### config.mk
export PLATFORM = sky130hd
export DESIGN_NAME = fapd_ctrl
export DESIGN_NICKNAME = d
export VERILOG_FILES = /design/src/fapd_pkg.sv /design/src/fapd_timer.sv /design/src/fapd_ctrl.sv
export VERILOG_INCLUDE_DIRS = /design/src
export SDC_FILE = /design/constraint.sdc
export NUM_CORES = 1
export LEC_CHECK = 0
export BUFFER_PORTS_ARGS = -buffer_cell sky130_fd_sc_hd__buf_2
export CORE_MARGIN = 1.5
export CORE_UTILIZATION = 43
export CTS_CLUSTER_SIZE = 30
export DETAILED_ROUTE_END_ITERATION = 12
export PLACE_DENSITY = 0.74
export SLEW_MARGIN = 20
export SYNTH_ARGS = -nofsm -noshare
export SYNTH_HDL_FRONTEND = slang
export SYNTH_SLANG_ARGS = --single-unit
### constraint.sdc
create_clock -name clk -period 1.9 [get_ports clk]
set_clock_uncertainty 0.1 [all_clocks]
set_input_delay 0.38 -clock clk [delete_from_list [all_inputs] [get_ports clk]]
set_output_delay 0.38 -clock clk [all_outputs]
set_load 0.05 [all_outputs]
### src/fapd_map.svh
`ifndef FAPD_MAP_SVH
`define FAPD_MAP_SVH

// ----------------------------------------
// Output register I/O address and register offsets (low I/O address bits)
// ----------------------------------------
`define FAPD_OCTL_ADDR       10'h03F2
`define FAPD_DSR_OFS         3'h4
`define FAPD_STAT_OFS        3'h4
`define FAPD_DATA_OFS        3'h5
`define FAPD_OCTL_OFS        3'h2

// ----------------------------------------
// Field positions and values
// ----------------------------------------
`define FAPD_CFG_EN_BIT      0
`define FAPD_OCTL_RST_N_BIT  2
`define FAPD_OCTL_MOT_LSB    4
`define FAPD_DSR_RST_BIT     7
`define FAPD_DSR_PD_BIT      6
`define FAPD_STAT_IDLE       8'h80
`define FAPD_OCTL_RESET      8'h00

// ----------------------------------------
// Timing
// ----------------------------------------
`define FAPD_CLK_HZ          40000000
`define FAPD_TIMER_MS        10
`define FAPD_TIMER_CYC       ((`FAPD_CLK_HZ / 1000) * `FAPD_TIMER_MS)

`endif

### src/fapd_pkg.sv
package fapd_pkg;

    typedef enum logic [1:0] {
        FAPD_AWAKE,
        FAPD_AUTO_PD,
        FAPD_DIRECT_PD
    } fapd_state_t;

    // One host I/O access to the controller window
    typedef struct packed {
        logic       rd;
        logic       wr;
        logic [2:0] ofs;
        logic [7:0] wdata;
    } fapd_acc_t;

    // Drive-side outputs gated by powerdown
    typedef struct packed {
        logic [3:0] motor_en;
        logic [3:0] drive_sel;
        logic       wr_data;
        logic       wr_gate;
    } fapd_drv_t;

endpackage

### src/fapd_timer.sv
`timescale 1ns/1ps
`include "fapd_map.svh"

// Idle timer: counts down from load value, flags done when it reaches zero
module fapd_timer
    import fapd_pkg::*;
#(
    parameter int CYCLES = `FAPD_TIMER_CYC
)(
    // Clock and reset
    input  wire logic clk,
    input  wire logic rst,
    // Control
    input  wire logic restart,
    input  wire logic run,
    // Status
    output logic      done
);
    localparam int W = $clog2(CYCLES + 1);

    logic [W-1:0] cnt_r;

    always_ff @(posedge clk)
    begin
        if (rst || restart || !run)
        begin
            cnt_r <= W'(CYCLES);
            done  <= 1'b0;
        end
        else if (cnt_r != '0)
        begin
            cnt_r <= cnt_r - W'(1);
            done  <= (cnt_r == W'(1));
        end
    end
endmodule

### src/fapd_ctrl.sv
`timescale 1ns/1ps
`include "fapd_map.svh"

// Notes on behaviour
// - Auto powerdown may only happen while bit 0 of the auto power config register is set.
// - Entry needs all four motor enable bits of the drive output control register at zero.
// - Entry needs the main status register at 80H and the controller interrupt low.
// - Entry needs the head unload timer to have run out.
// - Entry needs the 10 ms auto powerdown timer to have completed.
// - The timer starts when auto powerdown is enabled and entry happens once all conditions hold.
// - Clearing the enable cancels the timer and keeps the controller out of auto powerdown.
// - Rate-select powerdown overrides auto powerdown, and auto powerdown applies again after it.
// - Waking by reset pin or a software reset bit runs the normal reset sequence.
// - Waking by a register access keeps controller state untouched.
// - Writing a motor enable bit active wakes the part; reading the output register does not.
// - A read of the main status register wakes the part.
// - Any read or write of the data register wakes the part.
// - After every wake the 10 ms timer restarts and entry happens again when conditions hold.
// - Other register accesses do not wake the part and written values are kept.
// - In powerdown motor enables, drive selects, write data and write gate are tristated.
module fapd_ctrl
    import fapd_pkg::*;
#(
    parameter int TIMER_CYC = `FAPD_TIMER_CYC
)(
    // Clock and reset
    input  wire logic        clk,
    input  wire logic        rst,
    // Host access decoded to the controller window (same clock domain)
    input  wire fapd_acc_t   acc,
    // Configuration
    input  wire logic [7:0]  auto_power_config_reg,
    // Controller core status
    input  wire logic [7:0]  main_status_reg,
    input  wire logic        ctrl_int,
    input  wire logic        head_unload_done,
    input  wire fapd_drv_t   core_drv,
    // Register and power state
    output logic [7:0]       drive_output_control,
    output logic             powered_down,
    output logic             direct_pd,
    output logic             ctrl_reset,
    output logic             wake_pulse,
    // Drive pins
    output fapd_drv_t        drv_out,
    output fapd_drv_t        drv_oe
);
    // ----------------------------------------
    // Access decode
    // ----------------------------------------
    logic auto_en;
    logic octl_wr;
    logic dsr_wr;
    logic sw_reset;
    logic acc_wake;
    logic wake;
    logic conds_ok;
    logic tmr_done;
    logic tmr_restart;
    fapd_state_t state_r;
    fapd_state_t state_nxt;

    assign auto_en  = auto_power_config_reg[`FAPD_CFG_EN_BIT];
    assign octl_wr  = acc.wr && (acc.ofs == `FAPD_OCTL_OFS);
    assign dsr_wr   = acc.wr && (acc.ofs == `FAPD_DSR_OFS);
    // Software reset: output register reset bit low, or rate register reset bit high
    assign sw_reset = (octl_wr && !acc.wdata[`FAPD_OCTL_RST_N_BIT])
                    || (dsr_wr && acc.wdata[`FAPD_DSR_RST_BIT]);
    // Plain output register reads and other registers do not wake
    assign acc_wake = (octl_wr && (acc.wdata[7:4] != 4'h0))
                    || (acc.rd && acc.ofs == `FAPD_STAT_OFS)
                    || ((acc.rd || acc.wr) && acc.ofs == `FAPD_DATA_OFS);
    assign wake     = acc_wake || sw_reset;

    assign conds_ok = auto_en
                    && (drive_output_control[7:4] == 4'h0)
                    && (main_status_reg == `FAPD_STAT_IDLE) && !ctrl_int
                    && head_unload_done
                    && tmr_done;

    // Timer restarts on every wake, cleared while disabled
    assign tmr_restart = wake || (state_r != FAPD_AWAKE);

    fapd_timer #(
        .CYCLES (TIMER_CYC)
    ) u_timer (
        .clk     (clk),
        .rst     (rst),
        .restart (tmr_restart),
        .run     (auto_en),
        .done    (tmr_done)
    );

    // ----------------------------------------
    // Power state
    // ----------------------------------------
    always_comb
    begin
        state_nxt = state_r;
        case (state_r)
            FAPD_AWAKE:
            begin
                if (dsr_wr && acc.wdata[`FAPD_DSR_PD_BIT] && !sw_reset)
                    state_nxt = FAPD_DIRECT_PD;
                else if (conds_ok && !wake)
                    state_nxt = FAPD_AUTO_PD;
            end
            FAPD_AUTO_PD:
            begin
                if (dsr_wr && acc.wdata[`FAPD_DSR_PD_BIT] && !sw_reset)
                    state_nxt = FAPD_DIRECT_PD;
                else if (wake || !auto_en)
                    state_nxt = FAPD_AWAKE;
            end
            FAPD_DIRECT_PD:
            begin
                // Direct powerdown ends on a reset; auto control resumes afterwards
                if (sw_reset)
                    state_nxt = FAPD_AWAKE;
            end
            default:
                state_nxt = FAPD_AWAKE;
        endcase
    end

    always_ff @(posedge clk)
    begin
        if (rst)
            state_r <= FAPD_AWAKE;
        else
            state_r <= state_nxt;
    end

    // ----------------------------------------
    // Drive output control register
    // ----------------------------------------
    // Written values are held in powerdown too
    always_ff @(posedge clk)
    begin
        if (rst)
            drive_output_control <= `FAPD_OCTL_RESET;
        else if (octl_wr)
            drive_output_control <= acc.wdata;
    end

    // ----------------------------------------
    // Outputs
    // ----------------------------------------
    always_ff @(posedge clk)
    begin
        if (rst)
        begin
            powered_down <= 1'b0;
            direct_pd    <= 1'b0;
            ctrl_reset   <= 1'b1;
            wake_pulse   <= 1'b0;
        end
        else
        begin
            powered_down <= (state_nxt != FAPD_AWAKE);
            direct_pd    <= (state_nxt == FAPD_DIRECT_PD);
            // Only resets restart the core; access wakes leave it alone
            ctrl_reset   <= sw_reset;
            wake_pulse   <= (state_r != FAPD_AWAKE) && (state_nxt == FAPD_AWAKE);
        end
    end

    always_ff @(posedge clk)
    begin
        if (rst)
        begin
            drv_out <= '0;
            drv_oe  <= '0;
        end
        else
        begin
            drv_out <= core_drv;
            drv_oe  <= (state_nxt == FAPD_AWAKE) ? '1 : '0;
        end
    end

    // ----------------------------------------
    // Checks
    // ----------------------------------------
    auto_needs_en_a: assert property (@(posedge clk) disable iff (rst)
        $rose(powered_down) && !direct_pd |-> $past(auto_en))
        else $error("auto powerdown while disabled");
    motors_off_a: assert property (@(posedge clk) disable iff (rst)
        $rose(powered_down) && !direct_pd |-> $past(drive_output_control[7:4]) == 4'h0)
        else $error("powerdown with motor enabled");
    idle_needed_a: assert property (@(posedge clk) disable iff (rst)
        $rose(powered_down) && !direct_pd |-> $past(main_status_reg) == 8'h80 && !$past(ctrl_int))
        else $error("powerdown while busy");
    head_unload_a: assert property (@(posedge clk) disable iff (rst)
        $rose(powered_down) && !direct_pd |-> $past(head_unload_done))
        else $error("powerdown before head unload");
    timer_done_a: assert property (@(posedge clk) disable iff (rst)
        $rose(powered_down) && !direct_pd |-> $past(tmr_done))
        else $error("powerdown before timer");
    disable_exit_a: assert property (@(posedge clk) disable iff (rst)
        !auto_en && state_r == FAPD_AUTO_PD |=> !powered_down)
        else $error("disable did not wake");
    status_wake_a: assert property (@(posedge clk) disable iff (rst)
        state_r == FAPD_AUTO_PD && acc.rd && acc.ofs == 3'h4 |=> !powered_down ##1 !tmr_done)
        else $error("status read did not wake");
    data_wake_a: assert property (@(posedge clk) disable iff (rst)
        state_r == FAPD_AUTO_PD && (acc.rd || acc.wr) && acc.ofs == 3'h5 |=> wake_pulse)
        else $error("data access did not wake");
    ctl_read_a: assert property (@(posedge clk) disable iff (rst)
        state_r == FAPD_AUTO_PD && acc.rd && acc.ofs == 3'h2 && !acc.wr |=> powered_down)
        else $error("output register read woke part");
    tristate_pd_a: assert property (@(posedge clk) disable iff (rst)
        powered_down |-> drv_oe == '0)
        else $error("drive pins driven in powerdown");
    wake_wins_a: assert property (@(posedge clk) disable iff (rst)
        state_r == FAPD_AWAKE && wake |=> !powered_down || direct_pd)
        else $error("entry beat wake");

    enter_auto_c: cover property (@(posedge clk) disable iff (rst)
        state_r == FAPD_AWAKE ##1 state_r == FAPD_AUTO_PD);
    wake_access_c: cover property (@(posedge clk) disable iff (rst)
        state_r == FAPD_AUTO_PD && acc_wake);
    direct_pd_c: cover property (@(posedge clk) disable iff (rst)
        state_r == FAPD_AUTO_PD ##1 state_r == FAPD_DIRECT_PD);
endmodule

==> out/summary.txt, run 1 <==
Chip height = 70.5 um
Initial Util = 0.450
Final Hold Fails = 0
Pre-Repair DR Iteration Count = 4
Outcome = complete, no violations
Drt total wl = 4040 um
Critical path type = register to register
Slew Viols, Final = 0
Flops & latches, synth = 45
FF-to-FF path depth = 6
Worst slew margin = 0.738
DIE AREA = 4970 um2
Reg-to-Reg End = powered_down
Top-area cell type share of the netlist area = 0.460
Final period demand of the worst path = 1.82 ns
CTS Buffer Depth = 2
CP startpoint = drive_output_control[7]
Sink Count = 45
PD cells = 831 nW/um2
Layout Nets = 335
Worst hold path type = primary input to register
Final Wtd Congestion = 0.808
Worst slew pin tran = 0.391 ns
Area grow syn2layout = 31.2%
VDD IR-drop max = 0.662 mV
CTS tree = yes
Crit path DAT = 1.98 ns
Async set-or-reset flop fraction in the synthesized netlist = 0
# rows = 24
Static leakage = 1.09 nW
Crit start category = register
FF-to-FF Start = drive_output_control[7]
Gate Count Post-Synth = 213
Std-Cell Core Area = 4350 um2
Clock root buffer = clkbuf_8
Total CTS buffers = 5
Most frequent cells in the layout = buf_2 (67), dfxtp_1 (43), nand2_1 (30), nor2_1 (17), a21oi_1 (17)
Final core utilization = 0.590
Synth area leader = dfxtp_1
Max Cap Viol = 0
Largest net degree at the start of global routing = 17
Count of different cell masters after synthesis = 49
Top cells by area, synth = dfxtp_1 (46%), nand2_1 (5.8%), a21oi_1 (4.3%)
First-pass GRT wire length = 6670 um
Final setup fails = 0
Clk slew on worst S/H paths = 0.09 ns
H-tree levels = 2
Register area share after synthesis = 0.460
I/O Pins = 75
R2R setup slack = 0.08 ns
Port Buffer Count = 67
Worst path required time = 2.06 ns
Post-synth EDFFs = 0
Top achievable clock speed = 548 MHz
Critical path fanouts, max = 3
DP HPWL = 3010 um
Grt total ovfl = 0
Final ANT Viol Nets = 0
Hold Buf Count CTS = 0
Most common cell after layout, fill and taps aside = buf_2
N_diodes = 0
DRC viols = 0
Fin crit share = 0.960
Avg WL per Cell = 11.8 um
Setup_tns = 0 ns
Worst skew pair latency = 0.30 ns
Multi-input gate area = 1000 um2
Fill cells = 398
Overall Global Routing Usage = 0.166
Crit. End Element = register
Initial antenna violation count = 0
Vias per cell = 5.10
Layout cells sized above 1 = 0.405
Syn_area_per_cell = 9.19 um2
Die width = 70.5 um
Reg area = 903 um2
Vias in the first global route = 1,555
Main synth FF type = dfxtp_1
Crit path capture = powered_down
Synth warn = 0
Via count = 1,750
Syn nets = 258
DR iter-0 viols = 69
Synth Cell Area = 1960 um2
logic make-up (layout without fill, tap and decap cells):
group	count (synthesis)	count (layout)	synth area share
fa+ha+maj	2	2	0.0128
flops	45	45	0.460
compound gates	35	35	0.123
simple gates	109	109	0.325
xor+xnor	3	3	0.0134
mux	3	3	0.0166
buf+inv	16	94	0.0492
metrics by stage:
stage          hold slack (ns)  std cells  power [mW]  instance area [um2]  setup slack [ns]
2_1_floorplan            0.334        213        1.28                 1960            0.0299
3_3_place_gp             0.341        332        1.37                 2380           -0.0903
3_5_place_dp             0.347        332        1.38                 2380           -0.0857
4_1_cts                  0.171        340        2.13                 2500           0.00320
5_1_grt                  0.176        343        2.22                 2570           -0.0519
6_report                 0.180        343        2.14                 2570            0.0767
how the worst min path moves through the flow:
| stage | start | end | slack [ns] | cells past startpoint |
|---|---|---|---|---|
| final | core_drv[0] | drv_out[0] | 0.18 | 2 |
| after global routing | core_drv[1] | drv_out[1] | 0.18 | 2 |
| after CTS | core_drv[0] | drv_out[0] | 0.17 | 2 |
| after detailed placement | drive_output_control[3] | drive_output_control[3] | 0.35 | 2 |
| after global placement | u_timer.cnt_r[18] | u_timer.cnt_r[18] | 0.34 | 2 |
| after floorplan | u_timer.cnt_r[18] | u_timer.cnt_r[18] | 0.33 | 2 |
repair_timing:
item / CTS / global route
endpoints found under the setup margin: 0 / 16
gates resized for setup: 0 / 12
buffers inserted: 0 / 3
layer usage:
metal | share of wire | vias to the layer above | global-route usage
met5 | 0 | - | 0
met3 | 0.052 | 5 | 0.0447
li1 | - | 900 | -
met4 | 0.011 | 0 | 0.0577
met1 | 0.47 | 796 | 0.213
met2 | 0.46 | 49 | 0.267
critical path: stages (launching register included):
cell and delay (ns):
dfxtp_2 0.34, or4_4 0.53, nor3_2 0.22, a41oi_2 0.18, buf_4 0.18, nor3_4 0.11, or2_1 0.12
state kept, by name, summed over array words and instances, names as in the netlist:
signal	flops
drv_out	10
u_timer.done	1
drive_output_control	8
u_timer.cnt_r	19
wake_pulse	1
drv_oe	1
powered_down	1
state_r	2
ctrl_reset	1
direct_pd	1
layout make-up:
type	count	area share
sequential	45	0.352
inverter	3	0.00438
timing repair buffer	83	0.184
tap	52	0.0253
multi-input combinational	152	0.390
clock inverter	3	0.0185
clock buffer	5	0.0268
cell usage after synthesis (2+ instances only):
cell type	instances
a21oi_1	17
or2_1	2
ha_1	2
or3_1	4
nand3_1	2
or4_1	4
nand4_1	2
xnor2_1	3
inv_1	3
nor4_1	3
nand2b_1	4
o21ai_1	2
and2_1	2
nor2b_1	10
nor2_1	17
nor3_1	9
clkbuf_1	2
nand3b_1	3
nor3_2	5
buf_4	9
a41oi_1	2
dfxtp_1	45
mux2_2	2
nand2_1	30
o31ai_1	4
buf_2	2
where the power goes:
group | internal (mW) | leakage [nW] | switching [mW]
sequential | 0.976 | 0.369 | 0.0241
clock | 0.401 | 0.0591 | 0.355
combinational | 0.143 | 0.658 | 0.236
(Power assumes the default switching activity.)
==> inputs of run 2 (changes only) <==
--- a/config.mk
+++ b/config.mk
@@ -7,10 +7,12 @@
 export NUM_CORES = 1
 export LEC_CHECK = 0
 export BUFFER_PORTS_ARGS = -buffer_cell sky130_fd_sc_hd__buf_2
+export CORE_ASPECT_RATIO = 1.75
 export CORE_MARGIN = 1.5
 export CORE_UTILIZATION = 43
 export CTS_CLUSTER_SIZE = 30
 export DETAILED_ROUTE_END_ITERATION = 12
+export MAX_ROUTING_LAYER = met4
 export PLACE_DENSITY = 0.74
 export SLEW_MARGIN = 20
 export SYNTH_ARGS = -nofsm -noshare
==> run 2 against run 1 <==
Routed wire length up 13%. Sequential share of layout area decreased by 1.1 points. Critical path type unchanged. Register-to-register slack is essentially flat. Largest cell class unchanged. Clock power about the same. Power increased by 0.21%.
==> out/summary.txt, run 2 (synthesis gave the netlist of run 1 again) <==
Overall Global Routing Usage = 0.205 (+0.0395)
Crit. End Element = register
WHS Path Cells = 2 (unchanged)
Place WS = -0.130 ns (-0.0446 ns)
Layout Nets = 343 (+2.4%)
Most frequent cells in the layout = buf_2 (67), dfxtp_1 (44), nand2_1 (29), buf_4 (23), nor2_1 (17)
H-tree levels = 2 (unchanged)
Initial Util = 0.445 (-0.00511)
Die width = 54.0 um (-23%)
Via count = 1,774 (+1.4%)
Max reg flops = 19 (unchanged)
CP startpoint = u_timer.cnt_r[1]
Biggest regs = u_timer.cnt_r (19), drv_out (10), drive_output_control (8)
Crit path DAT = 1.95 ns (-0.03 ns)
Vias in the first global route = 1,672 (+7.5%)
Largest net degree at the start of global routing = 23 (+6)
Final ANT Viol Nets = 0 (unchanged)
Worst path required time = 2.04 ns (-0.02 ns)
I/O Pins = 75 (unchanged)
Final period demand of the worst path = 1.82 ns (-0.00821 ns)
Critical Path, Cell by Cell = inv_2, ha_4, nor4b_4, nand4_4, buf_4, buf_4, nor3_2, a21oi_1, nor2_1
Placed insts = 339 (+2.1%)
Initial antenna violation count = 0 (unchanged)
Most flop-heavy register = u_timer.cnt_r
First-pass GRT wire length = 7350 um (+10%)
Static leakage = 1.12 nW (+3.5%)
Pre-Repair DR Iteration Count = 4 (unchanged)
DP HPWL = 3540 um (+18%)
Final Wtd Congestion = 0.902 (+12%)
CP most frequent cell = buf_4
Worst slew margin = 0.708 (-0.0301)
GRT met2 Usage = 0.361 (+0.0935)
Fin crit share = 0.955 (-0.00432)
PD cells = 808 nW/um2 (-2.8%)
Final Hold Fails = 0 (unchanged)
CTS tree = yes
Final non-filler cell total = 350 (+2.0%)
Std-Cell Core Area = 4400 um2 (+1.1%)
Worst path max stage delay = 0.38 ns (-0.15 ns)
Top achievable clock speed = 551 MHz (+0.45%)
Vias per cell = 5.07 (-0.66%)
Clock root buffer = clkbuf_8
Final setup fails = 0 (unchanged)
Area grow syn2layout = 35.3%
Most common cell after layout, fill and taps aside = buf_2
Grt total ovfl = 0 (unchanged)
R2R setup slack = 0.08 ns (about the same)
DR iter-0 viols = 25 (-64%)
Drt total wl = 4560 um (+13%)
Setup_tns = 0 ns (unchanged)
FF-to-FF path depth = 9 (+3)
Critical path fanouts, max = 5 (+2)
# rows = 32 (+33%)
Final setup margin = 0.0849 ns (+0.00822 ns)
DIE AREA = 4980 um2 (+0.32%)
Hold_sp = core_drv[8]
Layout cells sized above 1 = 0.428 (+0.0226)
FF-to-FF Start = u_timer.cnt_r[1]
Avg WL per Cell = 13.0 um (+11%)
N_diodes = 0 (unchanged)
CTS Buffer Depth = 2 (unchanged)
Worst slew pin tran = 0.437 ns (+0.0454 ns)
Min Hold Slack = 0.186 ns (+0.00679 ns)
Endpoint, Worst Hold = drv_out[8]
Met3 Use GR = 0.0358 (-0.00890)
Total CTS buffers = 5 (unchanged)
Busiest grt layer = met2
Worst hold path type = primary input to register
Met1 usage = 0.204 (-0.00851)
Slowest-stage cell, CP = nor4b_4
Chip height = 92.3 um (+31%)
Crit start category = register
Slew Viols, Final = 0 (unchanged)
Outcome = complete, no violations
Final core utilization = 0.601 (+0.0112)
Worst skew pair latency = 0.30 ns (about the same)
Max Cap Viol = 0 (unchanged)
Critical path type = register to register
DRC viols = 0 (unchanged)
Port Buffer Count = 67 (unchanged)
Hold Buf Count CTS = 0 (unchanged)
Reg-to-Reg End = u_timer.cnt_r[14]
Clk slew on worst S/H paths = 0.08 ns (about the same)
VDD IR-drop max = 0.778 mV (+18%)
Sink Count = 45 (unchanged)
run 2: stage by stage:
stage	total power, mW	area [um2]
3_3_place_gp	1.38	2430
4_1_cts	2.13	2550
3_5_place_dp	1.39	2430
2_1_floorplan	1.28	1960
5_1_grt	2.21	2650
6_report	2.14	2650
run 2: how the worst max path moves through the flow:
stage,to,cells past startpoint
after floorplan,wake_pulse,5
after global placement,powered_down,7
after detailed placement,powered_down,7
after CTS,u_timer.cnt_r[1],7
after global routing,u_timer.cnt_r[14],9
final,u_timer.cnt_r[14],9
run 2: timing repair:
item	CTS	global route
endpoints found under the setup margin	0	16
buffers inserted	0	4
resized for setup	0	17
run 2: area by class of cell:
type / count / area [um2]
sequential: 45 / 902
multi-input combinational: 152 / 1030
inverter: 3 / 11.3
tap: 51 / 63.8
timing repair buffer: 91 / 519
fill: 410 / 1760
clock inverter: 2 / 37.5
clock buffer: 6 / 82.6
run 2: worst max-delay path: cells and delay by family (launching register included):
kind                     cells  cell delay [ns]
adder cells (fa/ha/maj)      1             0.13
AO/OA/AOI/OAI                1             0.05
flip-flops                   1             0.32
buffers and inverters        3             0.39
AND/OR/NAND/NOR              4             0.76
run 2: layer usage:
metal  vias to the layer above  wire length, um
met4                         0              116
met2                        27             2650
li1                        916                -
met1                       822             1690
met5                         -                0
met3                         9              101
run 2: report_power, final:
group | switching [mW] | leakage [nW] | internal [mW]
clock network | 0.325 | 0.0574 | 0.428
registers | 0.0250 | 0.368 | 0.975
logic | 0.242 | 0.699 | 0.145
total | 0.592 | 1.12 | 1.55
==> inputs of run 3 (changes only) <==
--- a/config.mk
+++ b/config.mk
@@ -13,7 +13,7 @@
 export CTS_CLUSTER_SIZE = 30
 export DETAILED_ROUTE_END_ITERATION = 12
 export MAX_ROUTING_LAYER = met4
-export PLACE_DENSITY = 0.74
+export PLACE_DENSITY_LB_ADDON = 0.08
 export SLEW_MARGIN = 20
 export SYNTH_ARGS = -nofsm -noshare
 export SYNTH_HDL_FRONTEND = slang
==> run 3 against run 2 <==
Routed wire length is 3.9% lower. First-iteration DRC count grew 84%. Worst setup slack better by 0.011 ns. Critical endpoint is now drv_oe[8]. Largest power group unchanged.
==> out/summary.txt, run 3 (synthesis gave the netlist of run 1 again) <==
Final Wtd Congestion = 0.836 (-7.3%)
Via count = 1,746 (-1.6%)
Met3 Use GR = 0.0375 (+0.00163)
First-pass GRT wire length = 7040 um (-4.1%)
Place WS = -0.0613 ns (+0.0689 ns)
Slew Viols, Final = 0 (unchanged)
Fill cells = 439 (+7.1%)
Multi-input gate area = 976 um2 (-5.5%)
Vias per cell = 5.12 (+1.0%)
Worst slew pin tran = 0.394 ns (-0.0427 ns)
Port Buffer Count = 67 (unchanged)
Most frequent cells in the layout = buf_2 (67), dfxtp_1 (43), nand2_1 (30), nor2_1 (17), a21oi_1 (17)
Max reg flops = 19 (unchanged)
DIE AREA = 4980 um2 (unchanged)
CTS Buffer Depth = 2 (unchanged)
Initial Util = 0.445 (unchanged)
DRC viols = 0 (unchanged)
CP most frequent cell = nor3_2
Slowest-stage cell, CP = or4_1
Largest net degree at the start of global routing = 17 (-26%)
Clk slew on worst S/H paths = 0.09 ns (about the same)
Hold Buf Count CTS = 0 (unchanged)
Vias in the first global route = 1,589 (-5.0%)
WP depth = 5 (-4)
Area grow syn2layout = 28.8%
Worst slew margin = 0.736 (+0.0283)
Final setup fails = 0 (unchanged)
Crit path max-delay family = simple AND/OR/NAND/NOR gates
Chip height = 92.3 um (unchanged)
GRT met2 Usage = 0.357 (-0.00407)
Met1 usage = 0.187 (-0.0177)
Crit start category = register
Worst path required time = 1.98 ns (-0.06 ns)
CTS tree = yes
FF-to-FF Start = drive_output_control[6]
WHS Path Cells = 2 (unchanged)
Sink Count = 45 (unchanged)
N_diodes = 0 (unchanged)
# rows = 32 (unchanged)
I/O Pins = 75 (unchanged)
Final setup margin = 0.0956 ns (+0.0107 ns)
Min Hold Slack = 0.181 ns (-0.00504 ns)
DR iter-0 viols = 46 (+84%)
Most common cell after layout, fill and taps aside = buf_2
Busiest grt layer = met2
Crit. End Element = register
Worst skew pair latency = 0.30 ns (about the same)
H-tree levels = 2 (unchanged)
RSZ-0062 raised after global routing = no
Pre-Repair DR Iteration Count = 4 (unchanged)
Reg area = 903 um2 (+0.14%)
Drt total wl = 4380 um (-3.9%)
Most flop-heavy register = u_timer.cnt_r
Layout cells sized above 1 = 0.397 (-0.0315)
Critical path type = register to register
VDD IR-drop max = 0.562 mV (-28%)
Max Cap Viol = 0 (unchanged)
FF-to-FF path depth = 5 (-4)
CP startpoint = drive_output_control[6]
PD cells = 831 nW/um2 (+2.9%)
Std-Cell Core Area = 4400 um2 (unchanged)
Static leakage = 1.07 nW (-5.3%)
Biggest regs = u_timer.cnt_r (19), drv_out (10), drive_output_control (8)
Final period demand of the worst path = 1.80 ns (-0.0107 ns)
Top achievable clock speed = 554 MHz (+0.59%)
Crit path DAT = 1.89 ns (-0.06 ns)
Initial antenna violation count = 0 (unchanged)
Total CTS buffers = 5 (unchanged)
WP buf/inv = 0 (-3)
Final Hold Fails = 0 (unchanged)
Worst path max stage delay = 0.54 ns (+0.16 ns)
DP HPWL = 3420 um (-3.3%)
Hold_sp = core_drv[5]
Overall Global Routing Usage = 0.194 (-0.0112)
Final ANT Viol Nets = 0 (unchanged)
Final core utilization = 0.572 (-0.0290)
Avg WL per Cell = 12.9 um (-1.3%)
Layout Nets = 334 (-2.6%)
Clock root buffer = clkbuf_8
Fin crit share = 0.950 (-0.00563)
Worst hold path type = primary input to register
Critical path fanouts, max = 3 (-2)
Die width = 54.0 um (unchanged)
Grt total ovfl = 0 (unchanged)
Outcome = complete, no violations
Critical Path, Cell by Cell = or4_1, nor3_2, a41oi_1, nor3_2, nor3_1
-- run 3: area by class of cell --
type / count / area share
flip-flops and latches: 45 / 0.358
inverters: 3 / 0.00447
repair buffers: 82 / 0.179
clock buffers: 5 / 0.0273
multi-input cells: 152 / 0.387
clock inverters: 3 / 0.0184
well taps: 51 / 0.0253
-- run 3: path summary, 6_finish.rpt --
kind              slack, ns                 endpoint
hold / removal         0.18               drv_out[5]
hold reg to reg        0.36  drive_output_control[3]
setup / recovery        0.1                drv_oe[8]
setup reg to reg        0.1                drv_oe[8]
-- run 3: worst reg2reg max path: cells and delay by family (launching register included) --
kind / cells / cell delay [ns]
and+or+nand+nor: 4 / 1.05
AOI/OAI and AO/OA: 1 / 0.22
DFF: 1 / 0.33
-- run 3: repair_timing --
item | CTS | global route
setup buffers | 0 | 1
hold endpoints to repair | 0 | 0
setup endpoints to repair | 0 | 9
resized for setup | 0 | 8
-- run 3: power by group --
part / internal (mW) / leakage, nW / switching, mW / total (mW)
sequential: 0.976 / 0.369 / 0.0233 / 0.999
combinational: 0.131 / 0.642 / 0.233 / 0.364
clock: 0.394 / 0.0543 / 0.338 / 0.732
total: 1.50 / 1.07 / 0.595 / 2.10
-- run 3: per-layer routing --
layer | vias up | part of all wire
met5 | - | 0
met4 | 0 | 0.017
met3 | 6 | 0.037
met1 | 809 | 0.36
li1 | 891 | -
met2 | 40 | 0.59
-- run 3: stage by stage --
stage	std cells	setup TNS [ns]	total power, mW	cell area [um2]
after global routing	341	0	2.19	2520
after floorplan	213	0	1.28	1960
after CTS	340	0	2.12	2490
after global placement	332	-0.0665	1.38	2380
final	341	0	2.10	2520
after detailed placement	332	-0.114	1.39	2380
